$ cat src/design/ptpc_pkg.sv
// package of constants and types for the periodic timer pulse/capture block
// Functional notes
// - pulse mode: ext clock rising edge sets run
// - run rise starts counter, raises pulse
// - compare A clears run, ends pulse
// - pulse mode compare A sets A flag
// - pulse mode: counter zeroed on start and at maximum
// - source select picks capture pin or clock
// - edge field picks rising, falling, both
// - edge field 11: no capture, counter runs
// - capture counter runs from run rise to fall
// - selected edge copies counter, sets A flag
// - period match wraps counter, sets P flag
// - period zero: count to full maximum
// - instances 0,1 ten bit; 2,3 sixteen bit
// - capture mode ignores output bits, no drive
// - capture pin edges seen even when output
// - select 0 capture pin, 1 clock pin
// - maximum 0x3FF or 0xFFFF
package ptpc_pkg;
  localparam int PTPC_CNT_W = 16;
  localparam logic [PTPC_CNT_W-1:0] PTPC_MAX_10 = 16'h03FF;
  localparam logic [PTPC_CNT_W-1:0] PTPC_MAX_16 = 16'hFFFF;
  localparam logic [1:0] PTPC_MODE_CAPTURE = 2'h1;
  localparam logic [1:0] PTPC_MODE_PULSE = 2'h2;
  localparam logic [1:0] PTPC_EDGE_RISE = 2'h0;
  localparam logic [1:0] PTPC_EDGE_FALL = 2'h1;
  localparam logic [1:0] PTPC_EDGE_BOTH = 2'h2;
  localparam logic [1:0] PTPC_EDGE_NONE = 2'h3;
  localparam logic [PTPC_CNT_W-1:0] PTPC_CNT_RESET = 16'h0000;
  typedef enum {PTPC_IDLE, PTPC_RUN} ptpc_state_type;
endpackage

$ cat src/design/ptpc_sync_if.sv
// interface carrying the synchronised ext clock level and edge pulses of both pins
`timescale 1ns/1ps
interface ptpc_sync_if;
  logic ext_clock_level;
  logic ext_clock_rise;
  logic ext_clock_fall;
  logic capture_rise;
  logic capture_fall;
  modport src (output ext_clock_level, ext_clock_rise, ext_clock_fall, capture_rise, capture_fall);
  modport dst (input ext_clock_level, ext_clock_rise, ext_clock_fall, capture_rise, capture_fall);
endinterface

$ cat src/design/ptpc_timer.sv
// periodic timer single pulse and capture logic
`timescale 1ns/1ps
module ptpc_timer #(
  parameter int INSTANCE = 0
) (
  input wire logic clock,
  input wire logic rst,
  input wire logic ext_clock_pin,
  input wire logic capture_in_pin,
  input wire logic run_bit_set,
  input wire logic run_bit_clear,
  input wire logic mode_field_hi,
  input wire logic mode_field_lo,
  input wire logic edge_io_field_hi,
  input wire logic edge_io_field_lo,
  input wire logic capture_src_sel,
  input wire logic counter_clear_sel,
  input wire logic output_initial_level,
  input wire logic output_polarity,
  input wire logic [ptpc_pkg::PTPC_CNT_W-1:0] duty_compare_wdata,
  input wire logic duty_compare_we,
  input wire logic [ptpc_pkg::PTPC_CNT_W-1:0] period_compare_reg,
  input wire logic cmp_a_flag_clear,
  input wire logic cmp_p_flag_clear,
  output logic run_bit,
  output logic [ptpc_pkg::PTPC_CNT_W-1:0] counter_value,
  output logic [ptpc_pkg::PTPC_CNT_W-1:0] duty_compare_reg,
  output logic cmp_a_flag,
  output logic cmp_p_flag,
  output logic timer_out,
  output logic timer_out_en
);
  import ptpc_pkg::*;

  // ---------------------------------------------
  // pin synchroniser
  // ---------------------------------------------
  ptpc_sync_if sync_bus();

  ptpc_pin_sync u_sync (
    .clock(clock),
    .rst(rst),
    .ext_clock_pin(ext_clock_pin),
    .capture_in_pin(capture_in_pin),
    .sync(sync_bus)
  );

  // ---------------------------------------------
  // decode
  // ---------------------------------------------
  localparam logic [PTPC_CNT_W-1:0] CNT_MAX = (INSTANCE < 2) ? PTPC_MAX_10 : PTPC_MAX_16;

  function automatic logic edge_hit(input logic [1:0] sel, input logic rise, input logic fall);
    logic hit;
    hit = 1'b0;
    case (sel)
      PTPC_EDGE_RISE: hit = rise;
      PTPC_EDGE_FALL: hit = fall;
      PTPC_EDGE_BOTH: hit = rise | fall;
      default: hit = 1'b0;
    endcase
    return hit;
  endfunction

  logic [1:0] mode;
  logic [1:0] edge_sel;
  logic pulse_mode;
  logic capture_mode;
  logic src_rise;
  logic src_fall;
  logic capture_hit;
  logic match_a;
  logic match_p;
  logic [PTPC_CNT_W-1:0] period_limit;
  logic [PTPC_CNT_W-1:0] duty_masked;
  logic run_reg;
  logic run_prev_reg;
  logic run_rise;
  logic [PTPC_CNT_W-1:0] cnt_reg;

  assign mode = {mode_field_hi, mode_field_lo};
  assign edge_sel = {edge_io_field_hi, edge_io_field_lo};
  assign pulse_mode = (mode == PTPC_MODE_PULSE);
  assign capture_mode = (mode == PTPC_MODE_CAPTURE);
  assign src_rise = capture_src_sel ? sync_bus.ext_clock_rise : sync_bus.capture_rise;
  assign src_fall = capture_src_sel ? sync_bus.ext_clock_fall : sync_bus.capture_fall;
  assign capture_hit = capture_mode & run_reg & edge_hit(edge_sel, src_rise, src_fall);
  assign duty_masked = duty_compare_reg & CNT_MAX;
  assign period_limit = ((period_compare_reg & CNT_MAX) == PTPC_CNT_RESET) ? CNT_MAX
                        : (period_compare_reg & CNT_MAX);
  // stale count on the start cycle must not match
  assign match_a = pulse_mode & run_reg & ~run_rise & (cnt_reg == duty_masked);
  assign match_p = capture_mode & run_reg & ~run_rise & (cnt_reg == period_limit);

  // ---------------------------------------------
  // state
  // ---------------------------------------------
  logic run_next;
  logic run_prev_next;
  logic [PTPC_CNT_W-1:0] cnt_next;
  logic [PTPC_CNT_W-1:0] duty_reg;
  logic [PTPC_CNT_W-1:0] duty_next;
  logic flag_a_reg;
  logic flag_a_next;
  logic flag_p_reg;
  logic flag_p_next;
  logic out_reg;
  logic out_next;
  logic out_en_reg;
  logic out_en_next;
  ptpc_state_type state;

  assign run_rise = run_reg & ~run_prev_reg;
  assign state = run_reg ? PTPC_RUN : PTPC_IDLE;

  // ---------------------------------------------
  // run control
  // ---------------------------------------------
  always_comb begin
    run_next = run_reg;
    if (run_bit_clear) begin
      run_next = 1'b0;
    end
    if (match_a) begin
      run_next = 1'b0;
    end
    if (run_bit_set) begin
      run_next = 1'b1;
    end
    if (pulse_mode & sync_bus.ext_clock_rise) begin
      run_next = 1'b1;
    end
    run_prev_next = run_reg;
  end

  // ---------------------------------------------
  // counter
  // ---------------------------------------------
  always_comb begin
    cnt_next = cnt_reg;
    case (state)
      PTPC_IDLE: cnt_next = cnt_reg;
      PTPC_RUN: begin
        if (run_rise) begin
          cnt_next = PTPC_CNT_RESET;
        end else if (match_p) begin
          cnt_next = PTPC_CNT_RESET;
        end else if (cnt_reg == CNT_MAX) begin
          cnt_next = PTPC_CNT_RESET;
        end else begin
          cnt_next = cnt_reg + 16'h0001;
        end
      end
      default: cnt_next = cnt_reg;
    endcase
  end

  // ---------------------------------------------
  // capture and flags
  // ---------------------------------------------
  always_comb begin
    duty_next = duty_reg;
    if (duty_compare_we) begin
      duty_next = duty_compare_wdata & CNT_MAX;
    end
    if (capture_hit) begin
      duty_next = cnt_reg;
    end
    flag_a_next = flag_a_reg;
    if (cmp_a_flag_clear) begin
      flag_a_next = 1'b0;
    end
    if (match_a | capture_hit) begin
      flag_a_next = 1'b1;
    end
    flag_p_next = flag_p_reg;
    if (cmp_p_flag_clear) begin
      flag_p_next = 1'b0;
    end
    if (match_p) begin
      flag_p_next = 1'b1;
    end
  end

  // ---------------------------------------------
  // pin output, enabled in pulse mode, level is run xnor output_initial_level, xor output_polarity
  // ---------------------------------------------
  always_comb begin
    out_next = 1'b0;
    out_en_next = 1'b0;
    if (pulse_mode) begin
      out_en_next = 1'b1;
      out_next = (run_next ~^ output_initial_level) ^ output_polarity;
    end
  end

  // ---------------------------------------------
  // registers
  // ---------------------------------------------
  always_ff @(posedge clock) begin
    if (rst) begin
      run_reg <= 1'b0;
      run_prev_reg <= 1'b0;
      cnt_reg <= PTPC_CNT_RESET;
      duty_reg <= PTPC_CNT_RESET;
      flag_a_reg <= 1'b0;
      flag_p_reg <= 1'b0;
      out_reg <= 1'b0;
      out_en_reg <= 1'b0;
    end else begin
      run_reg <= run_next;
      run_prev_reg <= run_prev_next;
      cnt_reg <= cnt_next;
      duty_reg <= duty_next;
      flag_a_reg <= flag_a_next;
      flag_p_reg <= flag_p_next;
      out_reg <= out_next;
      out_en_reg <= out_en_next;
    end
  end

  // ---------------------------------------------
  // outputs
  // ---------------------------------------------
  assign run_bit = run_reg;
  assign counter_value = cnt_reg;
  assign duty_compare_reg = duty_reg;
  assign cmp_a_flag = flag_a_reg;
  assign cmp_p_flag = flag_p_reg;
  assign timer_out = out_reg;
  assign timer_out_en = out_en_reg;
endmodule

$ cat src/design/ptpc_pin_sync.sv
// two-stage pin synchroniser with edge detection
`timescale 1ns/1ps
module ptpc_pin_sync (
  input wire logic clock,
  input wire logic rst,
  input wire logic ext_clock_pin,
  input wire logic capture_in_pin,
  ptpc_sync_if.src sync
);
  import ptpc_pkg::*;
  logic [1:0] meta_reg;
  logic [1:0] meta_next;
  logic [1:0] stable_reg;
  logic [1:0] stable_next;
  logic [1:0] prev_reg;
  logic [1:0] prev_next;

  // ---------------------------------------------
  // synchroniser next state
  // ---------------------------------------------
  always_comb begin
    meta_next = {capture_in_pin, ext_clock_pin};
    stable_next = meta_reg;
    prev_next = stable_reg;
  end

  always_ff @(posedge clock) begin
    if (rst) begin
      meta_reg <= 2'h0;
      stable_reg <= 2'h0;
      prev_reg <= 2'h0;
    end else begin
      meta_reg <= meta_next;
      stable_reg <= stable_next;
      prev_reg <= prev_next;
    end
  end

  // ---------------------------------------------
  // edge pulses
  // ---------------------------------------------
  assign sync.ext_clock_level = stable_reg[0];
  assign sync.ext_clock_rise = stable_reg[0] & ~prev_reg[0];
  assign sync.ext_clock_fall = ~stable_reg[0] & prev_reg[0];
  assign sync.capture_rise = stable_reg[1] & ~prev_reg[1];
  assign sync.capture_fall = ~stable_reg[1] & prev_reg[1];
endmodule

$ cat config.mk
export PLATFORM = sky130hd
export DESIGN_NAME = ptpc_timer
export DESIGN_NICKNAME = d
export VERILOG_FILES = /design/src/design/ptpc_pkg.sv /design/src/design/ptpc_sync_if.sv /design/src/design/ptpc_timer.sv /design/src/design/ptpc_pin_sync.sv
export SDC_FILE = /design/constraint.sdc
export NUM_CORES = 1
export LEC_CHECK = 0
export ABC_AREA = 0
export BUFFER_PORTS_ARGS = -buffer_cell sky130_fd_sc_hd__buf_4
export CAP_MARGIN = 25
export CORE_ASPECT_RATIO = 0.5
export CORE_MARGIN = 1
export CORE_UTILIZATION = 50
export DETAILED_ROUTE_END_ITERATION = 7
export HOLD_SLACK_MARGIN = 0.15
export PLACE_DENSITY_LB_ADDON = 0.08
export SETUP_SLACK_MARGIN = 0.2
export SLEW_MARGIN = 20
export SYNTH_ARGS = -nofsm -noshare
export SYNTH_HDL_FRONTEND = slang
export SYNTH_SLANG_ARGS = --single-unit
$ cat constraint.sdc
create_clock -name clock -period 4.6 [get_ports clock]
set_input_delay 0.92 -clock clock [delete_from_list [all_inputs] [get_ports clock]]
set_output_delay 0.92 -clock clock [all_outputs]
set_load 0.005 [all_outputs]
# Word-level counts from Yosys, hierarchy flattened
# Index checks and enable logic that the tools add are counted.
[classes]
n_bitwise = 24
n_addsub = 1
mux = 19
n_reduce_logical = 6
n_eq_ne = 8
[ops]
columns = ["cell", "n"]
rows = [
  ["$mux W16", 5],
  ["$eq A16 B10 Y1", 2],
  ["$add A16 B1 Y16 const B", 1],
  ["$eq A16 B10 Y1 const B", 1],
  ["$logic_not A16 Y1", 1],
  ["$and A1 B1 Y1", 13],
  ["$mux W1", 12],
  ["$mux W10", 1],
  ["$not A1 Y1", 7],
  ["$reduce_bool A2 Y1", 3],
  ["$eq A2 B1 Y1 const B", 2],
  ["$eq A2 B2 Y1 const B", 2],
  ["$pmux W1 S3", 1],
  ["$logic_not A2 Y1", 1],
  ["$or A1 B1 Y1", 2],
  ["$reduce_or A2 Y1", 1],
  ["$eq A1 B1 Y1 const B", 1],
  ["$xnor A1 B1 Y1", 1],
  ["$xor A1 B1 Y1", 1],
]
[totals]
elab_cells = 69
output_inout_bits = 37
ff_bits = 44

# Depth between registers and ports, before layout
# Gate-level depths: netlist of run 1.
[depth]
word_depth = 10
ltp_mapped = 9
ltp_nobuf = 8

# Hierarchy
# From an unflattened synthesis of run 1, not the netlist that was laid out.
[hier_totals]
cells_unflattened = 281
area_unflattened_um2 = 2362.3
[modules_own_cells]
columns = ["module", "n_inst", "area_each_um2", "cells_each", "seq_area_each_um2"]
rows = [
  ["ptpc_timer", 1, 2179.6, 265, 760.7],
  ["ptpc_pin_sync", 1, 182.7, 16, 120.1],
]

# Worst setup path after synthesis of run 1
# No wires, ideal clock.
[synth_path]
kind = "input -> register"
startpoint = "in period_compare_reg[0] (netlist name)"
endpoint = "reg cnt_reg[1], in the netlist counter_value[1]"
path_stages = 8
path_buffers = 1
arrival_time_ns = 2.511
setup_slack_ns = 1.962
required_ns = 4.472
cell_sequence = "nor4_4 -> and3_1 -> buf_4 -> a32o_2 -> a21oi_2 -> or4_4 -> a32oi_1 -> nor2_1"
[synth_via]
elab_chain_len = 6
[synth_rtl]
columns = ["item", "line", "source"]
rows = [
  ["from (decl)", "ptpc_timer.sv:22", "input wire logic [ptpc_pkg::PTPC_CNT_W-1:0] period_compare_reg,"],
  ["$logic_not A16 Y1", "ptpc_timer.sv:89", "assign period_limit = ((period_compare_reg & CNT_MAX) == PTPC_CNT_RESET) ? CNT_MAX"],
  ["$mux W10 (*)", "ptpc_timer.sv:89", ""],
  ["$eq A16 B10 Y1 (*)", "ptpc_timer.sv:93", "assign match_p = capture_mode & run_reg & ~run_rise & (cnt_reg == period_limit);"],
  ["$and A1 B1 Y1 (*)", "ptpc_timer.sv:93", ""],
  ["$mux W16 (*)", "ptpc_timer.sv:146", "end else if (match_p) begin"],
  ["$mux W16 (*)", "ptpc_timer.sv:144", "if (run_rise) begin"],
  ["to (signal assigned)", "ptpc_timer.sv:213", "cnt_reg <= cnt_next;"],
  ["to (decl)", "ptpc_timer.sv:79", "logic [PTPC_CNT_W-1:0] cnt_reg;"],
]
# Every way passes the cells marked *; elsewhere a longest branch is shown, timed or not.
# A chain may end at the register's enable or synchronous reset.

# Worst setup path in the final report of run 1
[layout_path]
startpoint = "reg cnt_reg[0], in the netlist counter_value[0]"
endpoint = "reg cnt_reg[2], in the netlist counter_value[2]"
[layout_via]
elab_chain_len = 4
elab_cells_between_ends = 7
cone_classes = "add/sub: 1; eq/ne: 2; mux: 3; bitwise: 1"
[layout_rtl]
columns = ["item", "line", "source"]
rows = [
  ["$add A16 B1 Y16 (tied with other cells)", "ptpc_timer.sv:151", "cnt_next = cnt_reg + 16'h0001;"],
  ["$mux W16 / $and A1 B1 Y1 (equally long branches)", "ptpc_timer.sv:148, ptpc_timer.sv:93", ""],
  ["$mux W16 (*)", "ptpc_timer.sv:146", ""],
  ["$mux W16 (*)", "ptpc_timer.sv:144", ""],
]
# Marks and branches as above.

==> summary.md, run 1 <==
| Metric | Value |
|---|---|
| Accumulated negative setup slack | 0 ns |
| Met2 track demand over resource | 41.8% |
| Max-Cap Viols | 0 |
| Dominant cell type by area after synthesis | sky130_fd_sc_hd__dfxtp_1 |
| Maximum buffer depth of the clock tree | 2 |
| Period utilisation layout | roughly three fifths |
| Final setup margin | 1.89 ns |
| Post-layout net count | 412 |
| Buffers inserted by post-CTS timing repair | 0 |
| Final design utilization | 68.7% |
| Top cell type's share of synthesized area | 35.5% |
| Quantity of I/O buffers inserted on ports | 72 |
| Final clock skew | 0.00617 ns |
| Critical path capture point type | flop |
| List of most frequent post-synthesis cells | sky130_fd_sc_hd__dfxtp_1 (44), sky130_fd_sc_hd__nand2_1 (34), sky130_fd_sc_hd__nor2_1 (25) |
| Vias per Instance | 5.69 |
| Result of the run | finished clean |
| First-pass GRT wire length | 10300 um |
| Most common cell in the synthesized netlist | sky130_fd_sc_hd__dfxtp_1 |
| Minimum setup slack after placement | 1.66 ns |
| Synth warnings | 0 |
| Final HPWL DP | 4650 um |
| Final worst hold slack | between 0.4 and 0.5 ns |
| Final slew viol count | 0 |
| Minimum clock period after layout | 2.71 ns |
| Worst EP required | 4.80 ns |
| Final number of setup-violating endpoints | 0 |
| Mean routed wirelength per cell | between 10 and 15 um |
| Critical path start-end classification | reg2reg |
| Die span in y | 51.8 um |
| Actual transition at the worst max-transition pin | just under 0.8 ns |
| Total detailed-routing wirelength | 6400 um |
| H-Tree Depth | 2 |
| Residual overflow from global routing | 0 |
| Predominant post-synthesis flop cell | sky130_fd_sc_hd__dfxtp_1 |
| Number of antenna violations at the first check in global routing | 0 |
| Clk Tree Root Cell | sky130_fd_sc_hd__clkbuf_8 |
| Drt pass-1 iters | 4 |
| Post-cts gate resize count | 0 |
| Standard cell core area | 4570 sq um |
| Worst slew margin relative to its limit | 48.3% |
| Starting Density | 54.2% |
| Worst Path Max Fanout | 10 |
| Number of core rows | 17 |
| Total CTS buffers | 5 |
| Cts-stage hold buffer count | 0 |
| Per-instance average area after synthesis | 8.18 sq um |
| Met1 Resource Use GR | 35.2% |
| Via count | 2441 |
| Register area share after synthesis | between 30 and 40% |
| Synthesized instance count | 303 |
| Layout-stage area growth over the synthesis result | 26.8% |
| Fmax | 0.369 GHz |
| Number of global-route vias before repair | 2142 |
| Final Hold Viols | 0 |
| Clk pin slew, worst setup/hold paths | 0.09 ns |
| Number of sinks on the clock net | 44 |
| Post-synth design cell area | 2480 sq um |
| IR Drop Worst-Case VDD | approximately 0.13 mV |
| Synthesized Nets | 353 |
| Die area | 5260 sq um |
| Filler Cells Inserted | 395 |
| Global-route usage over all layers | 25.7% |
| Leakage power summed over all cells | 1.28 nW |
| Overall power consumption | 0.817 mW |
| Clock latency of the later-clocked register in the worst-skew pair | about 0.30 ns |
| Ratio of cells with drive above 1 in the final layout | 26.2% |
| Antenna diode instance count | 0 |
| IO Count | 86 |
| Min-delay worst type | reg2reg |
| Power density relative to cell area | 260 nW/um^2 |
| Synth async-reset ratio | 0% |
| Synth cell types | 47 |
| TritonCTS clock tree | yes |
| Pin count of the biggest net entering global routing | 45 |
| ANT nets after route | 0 |
| Worst endpoint data arrival time | 2.91 ns |
| DRC viols | 0 |
| Number of flops mapped to enable cells by yosys | 0 |
| RePlAce Congestion | approximately 0.95 |
| Met3 Usage GRT | 4.70% |
| Horizontal extent of the die | 102 um |
| Global route hottest layer | met2 |
| Kind of start point of the critical path | flop |
| Unrepaired setup endpoints after global routing | no |
| Leading cell types by total area after synthesis | sky130_fd_sc_hd__dfxtp_1 (36%), sky130_fd_sc_hd__nor2b_1 (5.6%), sky130_fd_sc_hd__nand2_1 (5.1%) |
| Starting DRC count in detailed routing | 140 |
| Total of flip-flops plus latches after synthesis | 44 |
[layout by cell type (no fill, tap or decap), types with 4 or more instances in the layout]
| cell | instances |
|---|---|
| sky130_fd_sc_hd__nor3_1 | 9 |
| sky130_fd_sc_hd__o21ai_0 | 4 |
| sky130_fd_sc_hd__a32oi_1 | 4 |
| sky130_fd_sc_hd__a211oi_1 | 11 |
| sky130_fd_sc_hd__buf_4 | 72 |
| sky130_fd_sc_hd__nand4_1 | 6 |
| sky130_fd_sc_hd__nor4_1 | 4 |
| sky130_fd_sc_hd__inv_1 | 5 |
| sky130_fd_sc_hd__o21ai_1 | 4 |
| sky130_fd_sc_hd__nand2b_1 | 8 |
| sky130_fd_sc_hd__a21o_1 | 6 |
| sky130_fd_sc_hd__mux2i_1 | 11 |
| sky130_fd_sc_hd__clkbuf_8 | 6 |
| sky130_fd_sc_hd__dfxtp_1 | 44 |
| sky130_fd_sc_hd__a21oi_1 | 17 |
| sky130_fd_sc_hd__nor2_1 | 24 |
| sky130_fd_sc_hd__nor2b_1 | 22 |
| sky130_fd_sc_hd__nand3_1 | 7 |
| sky130_fd_sc_hd__xnor2_1 | 14 |
| sky130_fd_sc_hd__o22ai_1 | 4 |
| sky130_fd_sc_hd__and3_1 | 4 |
| sky130_fd_sc_hd__nand2_1 | 34 |
| sky130_fd_sc_hd__or3b_2 | 6 |
[metrics by stage]
| stage | instance area [sq um] | cells |
|---|---|---|
| after global placement | 3020 | 421 |
| after floorplan | 2480 | 303 |
| after global routing | 3140 | 429 |
| after detailed placement | 3020 | 421 |
| after CTS | 3140 | 429 |
| final | 3140 | 429 |
[cell type report]
| cell class | instances | area, sq um | share of cell area, % |
|---|---|---|---|
| clock buffers | 6 | 82.6 | 2.63 |
| clock inverters | 2 | 38.8 | 1.23 |
| inverters | 5 | 18.8 | 0.597 |
| multi-input cells | 234 | 1500 | 47.7 |
| flip-flops and latches | 44 | 881 | 28.0 |
| well taps | 66 | 82.6 | 2.63 |
| repair buffers | 72 | 541 | 17.2 |
[final timing paths]
| path | startpoint | end | slack (ns) | cells after the start |
|---|---|---|---|---|
| max | counter_value[0]$_SDFFE_PP0P_ | counter_value[2]$_SDFFE_PP0P_ | 1.89 | 8 |
| min | u_sync.meta_reg[0]$_SDFF_PP0_ | u_sync.prev_next[0]$_SDFF_PP0_ | 0.45 | 1 |
| max reg2reg | counter_value[0]$_SDFFE_PP0P_ | counter_value[2]$_SDFFE_PP0P_ | 1.89 | 8 |
| min reg2reg | u_sync.meta_reg[0]$_SDFF_PP0_ | u_sync.prev_next[0]$_SDFF_PP0_ | 0.45 | 1 |
[logic make-up (layout without fill, tap and decap cells)]
logic type	Yosys count	count (layout)	share of synthesized area (%)
fa+ha+maj	1	1	0.505
simple gates	142	142	31.9
compound gates	63	63	17.5
xor+xnor	17	17	6.01
flops	44	44	35.5
mux	11	11	4.44
buf+inv	25	85	4.09
[per-layer routing]
layer,part of all wire [%],vias to the layer above,routed length [um]
li1,-,1196,-
met1,46,1153,2950
met2,46,80,2930
met3,6.7,12,430
met4,1.3,0,85
met5,0,-,0
[critical path: stages, from the launching register on]
cell and delay [ns]:
sky130_fd_sc_hd__dfxtp_1 0.55, sky130_fd_sc_hd__ha_1 0.28, sky130_fd_sc_hd__nand3_1 0.20, sky130_fd_sc_hd__nor4_2 0.63
sky130_fd_sc_hd__a21o_1 0.34, sky130_fd_sc_hd__nor2_1 0.11, sky130_fd_sc_hd__o31ai_4 0.15, sky130_fd_sc_hd__o22ai_1 0.16
sky130_fd_sc_hd__a21o_1 0.20
[where the power goes]
| part | leakage [nW] | total [mW] | switching, mW | internal [mW] |
|---|---|---|---|---|
| Clock | 0.0614 | 0.318 | 0.141 | 0.178 |
| Sequential | 0.358 | 0.401 | 0.0105 | 0.391 |
| Combinational | 0.858 | 0.0976 | 0.0446 | 0.0530 |
(Power assumes the default switching activity.)
==> inputs of run 2 (changes only) <==
- CORE_UTILIZATION: 50 -> 45
- clock period: 4.6 -> 2.2 ns (I/O delays scaled with it)
==> run 2 against run 1 <==
Compared with the run above:
- via count rose by 9.3%
- sequential cell count stayed put
- first-iteration DRC count is 39% higher
==> summary.md, run 2 (same netlist as run 1, synthesis figures left out) <==
| Metric | Value |
|---|---|
| Clk Tree Root Cell | sky130_fd_sc_hd__clkbuf_8 (unchanged) |
| Actual transition at the worst max-transition pin | 0.456 ns (was 0.775 ns) |
| Depth of the worst hold-timing path | 2 (was 1) |
| Number of core rows | 18 (was 17) |
| Layout-stage area growth over the synthesis result | 48.1% (was 26.8%) |
| First-pass GRT wire length | 11000 um (was 10300 um) |
| Drt pass-1 iters | 4 (unchanged) |
| Mean routed wirelength per cell | 15.7 um (was 14.9 um) |
| Residual overflow from global routing | 0 (unchanged) |
| Worst EP required | 2.39 ns (was 4.80 ns) |
| Final design utilization | 71.8% (was 68.7%) |
| Global-route usage over all layers | 25.0% (was 25.7%) |
| Final slew viol count | 0 (unchanged) |
| IR Drop Worst-Case VDD | 0.300 mV (was 0.128 mV) |
| Critical path capture point type | flop (unchanged) |
| Post-layout net count | 459 (was 412) |
| Critical path start-end classification | in2reg (was reg2reg) |
| TritonCTS clock tree | yes (unchanged) |
| Standard cell core area | 5110 sq um (was 4570 sq um) |
| Number of antenna violations at the first check in global routing | 0 (unchanged) |
| Ratio of cells with drive above 1 in the final layout | 42.0% (was 26.2%) |
| Worst reg2reg endpoint | timer_out$_SDFF_PP0_ (was counter_value[2]$_SDFFE_PP0P_) |
| R2r setup slk | 0.27 ns (was 1.89 ns) |
| Number of global-route vias before repair | 2321 (was 2142) |
| Maximum buffer depth of the clock tree | 2 (unchanged) |
| Hold wc startpoint | ext_clock_pin (was u_sync.meta_reg[0]$_SDFF_PP0_) |
| Crit path from | period_compare_reg[0] (was counter_value[0]$_SDFFE_PP0P_) |
| Unrepaired setup endpoints after global routing | yes (was no) |
| Starting Density | 48.5% (was 54.2%) |
| Via count | 2669 (was 2441) |
| Result of the run | finished clean (unchanged) |
| IO Count | 86 (unchanged) |
| Pin count of the biggest net entering global routing | 45 (unchanged) |
| RePlAce Congestion | 0.830 (was 0.946) |
| Delay contributed by the slowest stage of the critical path | 0.57 ns (was 0.63 ns) |
| Commonest non-fill, non-tap cell in the layout | sky130_fd_sc_hd__buf_4 (unchanged) |
| Count of buffer and inverter cells on the critical path | 1 (was 0) |
| Kind of start point of the critical path | input pin (was flop) |
| ANT nets after route | 0 (unchanged) |
| Slowest stage cell, crit path | sky130_fd_sc_hd__or4_4 (was sky130_fd_sc_hd__nor4_2) |
| Fmax | 0.508 GHz |
| Starting DRC count in detailed routing | 194 (was 140) |
| Worst slew margin relative to its limit | 69.6% (was 48.3%) |
| Final clock skew | 0.00781 ns (was 0.00617 ns) |
| Quantity of I/O buffers inserted on ports | 72 (unchanged) |
| Total detailed-routing wirelength | 7530 um (was 6400 um) |
| Reg-to-reg critical path startpoint | counter_value[3]$_SDFFE_PP0P_ (was counter_value[0]$_SDFFE_PP0P_) |
| Leakage power summed over all cells | 1.56 nW (was 1.28 nW) |
| Worst endpoint data arrival time | 2.16 ns (was 2.91 ns) |
| Horizontal extent of the die | 107 um (was 102 um) |
| Power density relative to cell area | 471 nW/um^2 (was 260 nW/um^2) |
| Most frequent cells in the layout | sky130_fd_sc_hd__buf_4 (113), sky130_fd_sc_hd__dfxtp_1 (36), sky130_fd_sc_hd__nand2_1 (33) (was sky130_fd_sc_hd__buf_4 (72), sky130_fd_sc_hd__dfxtp_1 (44), sky130_fd_sc_hd__nand2_1 (34)) |
| Cell count after placement | 464 (was 421) |
| Die span in y | 54.5 um (was 51.8 um) |
| Antenna diode instance count | 0 (unchanged) |
| Number of sinks on the clock net | 44 (unchanged) |
| Period utilisation layout | 89.4% |
| Top cell family by delay on the critical path | simple AND/OR/NAND/NOR gates (unchanged) |
| Total CTS buffers | 5 (unchanged) |
| Clock latency of the later-clocked register in the worst-skew pair | 0.31 ns (was 0.30 ns) |
| Min-delay worst type | in2reg (was reg2reg) |
| Vias per Instance | 5.56 (was 5.69) |
| Count of non-filler cells in the finished layout | 480 (was 429) |
| Minimum clock period after layout | between 1.5 and 2 ns |
| Number of cells on the worst reg-to-reg path | 8 (unchanged) |
| DRC viols | 0 (unchanged) |
| Cell-by-cell listing of the critical path | buf_4 -> nor4_4 -> and3_4 -> nand2_2 -> and3_1 -> or4_4 -> a32oi_1 -> nor2_1 (was ha_1 -> nand3_1 -> nor4_2 -> a21o_1 -> nor2_1 -> o31ai_4 -> o22ai_1 -> a21o_1) |
| Accumulated negative setup slack | 0 ns (unchanged) |
| Worst Path Max Fanout | 4 (was 10) |
| Die area | 5830 sq um (was 5260 sq um) |
| Cts-stage hold buffer count | 0 (unchanged) |
| Final HPWL DP | 5300 um (was 4650 um) |
| Clk pin slew, worst setup/hold paths | 0.09 ns (about the same) |
| Final Hold Viols | 0 (unchanged) |
| H-Tree Depth | 2 (unchanged) |
| Max-Cap Viols | 0 (unchanged) |
| Hold Path Sink | u_sync.meta_reg[0]$_SDFF_PP0_ (was u_sync.prev_next[0]$_SDFF_PP0_) |
| Overall power consumption | 1.73 mW (was 0.817 mW) |
| Final number of setup-violating endpoints | 0 (unchanged) |
[run 2: final cells by class]
| class | instances | area, sq um |
|---|---|---|
| timing repair inverter | 1 | 7.51 |
| multi-input combinational | 234 | 1630 |
| timing repair buffer | 118 | 905 |
| clock buffer | 5 | 68.8 |
| inverter | 5 | 22.5 |
| clock inverter | 3 | 46.3 |
| tap | 70 | 87.6 |
| sequential | 44 | 906 |
| fill | 417 | 1440 |
[run 2: how the worst max path moves through the flow]
stage	endpoint	depth (start not counted)
floorplan	counter_value[1]$_SDFFE_PP0P_	8
global placement	counter_value[5]$_SDFFE_PP0P_	9
detailed placement	counter_value[1]$_SDFFE_PP0P_	8
CTS	counter_value[5]$_SDFFE_PP0P_	9
global route	timer_out$_SDFF_PP0_	8
finish	counter_value[1]$_SDFFE_PP0P_	8
[run 2: per-layer routing]
layer  global-route usage, %  up-vias  wire length [um]
met5                       0        -                 0
met4                    8.45        0                40
met3                    5.12        5               440
met2                    40.9       90              3610
met1                    33.5     1278              3440
li1                        -     1296                 -
[run 2: metrics by stage]
| step | hold WS [ns] | area [sq um] | worst slack [ns] |
|---|---|---|---|
| floorplan | 0.414 | 2500 | 0.0750 |
| global placement | 0.431 | 3340 | -0.106 |
| detailed placement | 0.430 | 3340 | -0.111 |
| CTS | 0.344 | 3460 | 0.192 |
| global route | 0.361 | 3670 | 0.0536 |
| finish | 0.349 | 3670 | 0.232 |
[run 2: power breakdown]
group          switching (mW)  leakage, nW  total [mW]  internal, mW
Combinational           0.111         1.14       0.248         0.137
Sequential             0.0189        0.364       0.828         0.810
Clock                   0.310       0.0548       0.652         0.342
[run 2: what timing repair did]
| item | CTS | global route |
|---|---|---|
| pin swaps | 0 | 13 |
| buffers inserted | 0 | 7 |
| setup endpoints to repair | 14 | 27 |
| gates resized for setup | 6 | 36 |
| gates cloned | 0 | 1 |
[run 2: worst reg2reg max path: stages (launching register included)]
cell and delay, ns:
sky130_fd_sc_hd__dfxtp_4 0.37, sky130_fd_sc_hd__buf_6 0.13, sky130_fd_sc_hd__xnor2_2 0.13, sky130_fd_sc_hd__nand4_1 0.12
sky130_fd_sc_hd__nor4_1 0.25, sky130_fd_sc_hd__nand4_1 0.23, sky130_fd_sc_hd__a221oi_2 0.37, sky130_fd_sc_hd__xnor2_1 0.16
sky130_fd_sc_hd__nor3_1 0.06
==> inputs of run 3 (changes only) <==
- PLACE_DENSITY: unset -> 0.76
- PLACE_DENSITY_LB_ADDON: 0.08 -> unset
==> run 3 against run 2 <==
Compared with the run above:
- sequential power about the same
- wire length down 2.9%
- non-clock buffer count down 14
- first-iteration DRC count down 36%
- clock power up 4.0%
- die area unchanged
- critical endpoint is now counter_value[12]$_SDFFE_PP0P_
- largest cell class unchanged
- largest power group unchanged
==> summary.md, run 3 (same netlist as run 1, synthesis figures left out) <==
| Metric | Value |
|---|---|
| R2r setup slk | 0.18 ns (was 0.27 ns) |
| Max-Cap Viols | 0 (unchanged) |
| RePlAce Congestion | 0.850 (was 0.830) |
| Overall power consumption | 1.76 mW (was 1.73 mW) |
| Commonest non-fill, non-tap cell in the layout | sky130_fd_sc_hd__buf_4 (unchanged) |
| Clock latency of the later-clocked register in the worst-skew pair | 0.30 ns (was 0.31 ns) |
| Unrepaired setup endpoints after global routing | yes (unchanged) |
| Final slew viol count | 0 (unchanged) |
| Most frequent cells in the layout | sky130_fd_sc_hd__buf_4 (100), sky130_fd_sc_hd__dfxtp_1 (36), sky130_fd_sc_hd__nand2_1 (33) (was sky130_fd_sc_hd__buf_4 (113), sky130_fd_sc_hd__dfxtp_1 (36), sky130_fd_sc_hd__nand2_1 (33)) |
| Leakage power summed over all cells | 1.48 nW (was 1.56 nW) |
| Power density relative to cell area | 493 nW/um^2 (was 471 nW/um^2) |
| Standard cell core area | 5110 sq um (unchanged) |
| Cell-by-cell listing of the critical path | ha_2 -> nand3_1 -> nor4_4 -> buf_4 -> buf_4 -> a21oi_2 -> nand2_1 -> nand2_1 -> a21oi_1 -> nor2_1 (was buf_4 -> nor4_4 -> and3_4 -> nand2_2 -> and3_1 -> or4_4 -> a32oi_1 -> nor2_1) |
| Depth of the worst hold-timing path | 2 (unchanged) |
| ANT nets after route | 0 (unchanged) |
| Quantity of I/O buffers inserted on ports | 72 (unchanged) |
| Period utilisation layout | 91.8% (was 89.4%) |
| Critical path capture point type | flop (unchanged) |
| Pin count of the biggest net entering global routing | 45 (unchanged) |
| Switching share of power | 24.8% (was 25.4%) |
| Via count | 2589 (was 2669) |
| Number of global-route vias before repair | 2257 (was 2321) |
| Total number of cells along the worst setup path | 10 (was 8) |
| Internal Dissipation | 1.32 mW (was 1.29 mW) |
| First-pass GRT wire length | 11000 um (about the same) |
| Cts-stage hold buffer count | 0 (unchanged) |
| Final clock skew | 0.00789 ns (was 0.00781 ns) |
| Count of buffer and inverter cells on the critical path | 2 (was 1) |
| Worst Path Max Fanout | 7 (was 4) |
| Number of core rows | 18 (unchanged) |
| Ratio of cells with drive above 1 in the final layout | 39.8% (was 42.0%) |
| Final Hold Viols | 0 (unchanged) |
| Final HPWL DP | 5190 um (was 5300 um) |
| Actual transition at the worst max-transition pin | 0.449 ns (was 0.456 ns) |
| Reg-to-reg critical path startpoint | counter_value[0]$_SDFFE_PP0P_ (was counter_value[3]$_SDFFE_PP0P_) |
| Fmax | 0.495 GHz (was 0.508 GHz) |
| Relative contribution of combinational cells to total power | 14.1% (was 14.3%) |
| Layout-stage area growth over the synthesis result | 43.6% (was 48.1%) |
| Number of sinks on the clock net | 44 (unchanged) |
| Number of antenna violations at the first check in global routing | 0 (unchanged) |
| DRC viols | 0 (unchanged) |
| Hold Path Sink | u_sync.meta_reg[0]$_SDFF_PP0_ (unchanged) |
| Mean routed wirelength per cell | 15.7 um (about the same) |
| Total detailed-routing wirelength | 7310 um (was 7530 um) |
| Clk Tree Root Cell | sky130_fd_sc_hd__clkbuf_8 (unchanged) |
| Sequential share of power | 47.3% (was 47.9%) |
| Post-layout net count | 446 (was 459) |
| Residual overflow from global routing | 0 (unchanged) |
| Total net switching power | 0.436 mW (was 0.440 mW) |
| Starting DRC count in detailed routing | 125 (was 194) |
| Clk pin slew, worst setup/hold paths | 0.09 ns (about the same) |
| Total CTS buffers | 5 (unchanged) |
| Kind of start point of the critical path | flop (was input pin) |
| Vias per Instance | 5.54 (was 5.56) |
| Critical path start-end classification | reg2reg (was in2reg) |
| Delay contributed by the slowest stage of the critical path | 0.39 ns (was 0.57 ns) |
| Min-delay worst type | in2reg (unchanged) |
| Worst reg2reg endpoint | counter_value[12]$_SDFFE_PP0P_ (was timer_out$_SDFF_PP0_) |
| Worst endpoint data arrival time | 2.20 ns (was 2.16 ns) |
| IO Count | 86 (unchanged) |
| IR Drop Worst-Case VDD | 0.290 mV (was 0.300 mV) |
| Slowest stage cell, crit path | sky130_fd_sc_hd__dfxtp_4 (was sky130_fd_sc_hd__or4_4) |
| TritonCTS clock tree | yes (unchanged) |
| Horizontal extent of the die | 107 um (unchanged) |
| Final worst hold slack | 0.344 ns (was 0.349 ns) |
| Global-route usage over all layers | 24.7% (was 25.0%) |
| Starting Density | 48.5% (unchanged) |
| Antenna diode instance count | 0 (unchanged) |
| Result of the run | finished clean (unchanged) |
| Worst EP required | 2.38 ns (was 2.39 ns) |
| Worst slew margin relative to its limit | 70.0% (was 69.6%) |
| H-Tree Depth | 2 (unchanged) |
| Drt pass-1 iters | 4 (unchanged) |
| Hold wc startpoint | ext_clock_pin (unchanged) |
| Maximum buffer depth of the clock tree | 2 (unchanged) |
| Final number of setup-violating endpoints | 0 (unchanged) |
| Top cell family by delay on the critical path | simple AND/OR/NAND/NOR gates (unchanged) |
| Die span in y | 54.5 um (unchanged) |
| Die area | 5830 sq um (unchanged) |
| Clock network fraction of total power | 38.6% (was 37.7%) |
| Minimum clock period after layout | 2.02 ns (was 1.97 ns) |
| Number of cells on the worst reg-to-reg path | 10 (was 8) |
| Final design utilization | 69.6% (was 71.8%) |
[run 3: changes by cell type in the layout (fill, tap and decap cells not counted), sizes merged]
cell      previous run  this run
nor2                25        26
clkinvlp             3         2
buf                118       104
inv                  5         4
clkbuf               5         6
clkinv               0         1
[run 3: worst max path at each step]
stage,end,from,slack [ns]
4_1_cts,counter_value[1]$_SDFFE_PP0P_,period_compare_reg[0],0.19
2_1_floorplan,counter_value[1]$_SDFFE_PP0P_,period_compare_reg[3],0.07
3_3_place_gp,counter_value[5]$_SDFFE_PP0P_,period_compare_reg[3],-0.12
5_1_grt,counter_value[9]$_SDFFE_PP0P_,period_compare_reg[4],0.08
6_report,counter_value[12]$_SDFFE_PP0P_,counter_value[0]$_SDFFE_PP0P_,0.18
3_5_place_dp,counter_value[1]$_SDFFE_PP0P_,period_compare_reg[3],-0.16
[run 3: power groups by stage]
stage	combinational [mW]	clock [mW]	sequential, mW
floorplan	0.104	0	0.851
global placement	0.220	0	0.851
detailed placement	0.225	0	0.852
CTS	0.229	0.681	0.833
global route	0.267	0.726	0.833
finish	0.247	0.678	0.830
[run 3: final cells by class]
cell class,count,area [sq um]
multi-input cells,235,1630
clock buffers,6,82.6
inverters,5,22.5
fillers,439,1550
well taps,70,87.6
flip-flops and latches,44,898
repair inverters,1,7.51
repair buffers,104,793
clock inverters,2,38.8
[run 3: per-layer routing]
layer | routed length [um] | part of all wire, % | vias up | track usage, %
li1 | - | - | 1264 | -
met1 | 3450 | 47 | 1252 | 33.8
met2 | 3400 | 47 | 65 | 42.3
met3 | 385 | 5.3 | 8 | 4.29
met4 | 72 | 0.98 | 0 | 4.11
met5 | 0 | 0 | - | 0
[run 3: per-stage QoR]
step                cell area [sq um]  TNS [ns]  instances  worst slack [ns]
finish                           3560         0        467             0.180
detailed placement               3240     -1.44        451            -0.156
floorplan                        2500         0        303            0.0750
global route                     3560         0        467            0.0836
global placement                 3240     -1.31        451            -0.125
CTS                              3400         0        459             0.188
[run 3: timing repair]
action                                  in CTS  in global routing
endpoints found under the hold margin        0                  0
gates resized for setup                     12                 27
pin swaps                                    3                  7
cloned                                       0                  3
endpoints found under the setup margin      28                 30
setup buffers                                0                  5
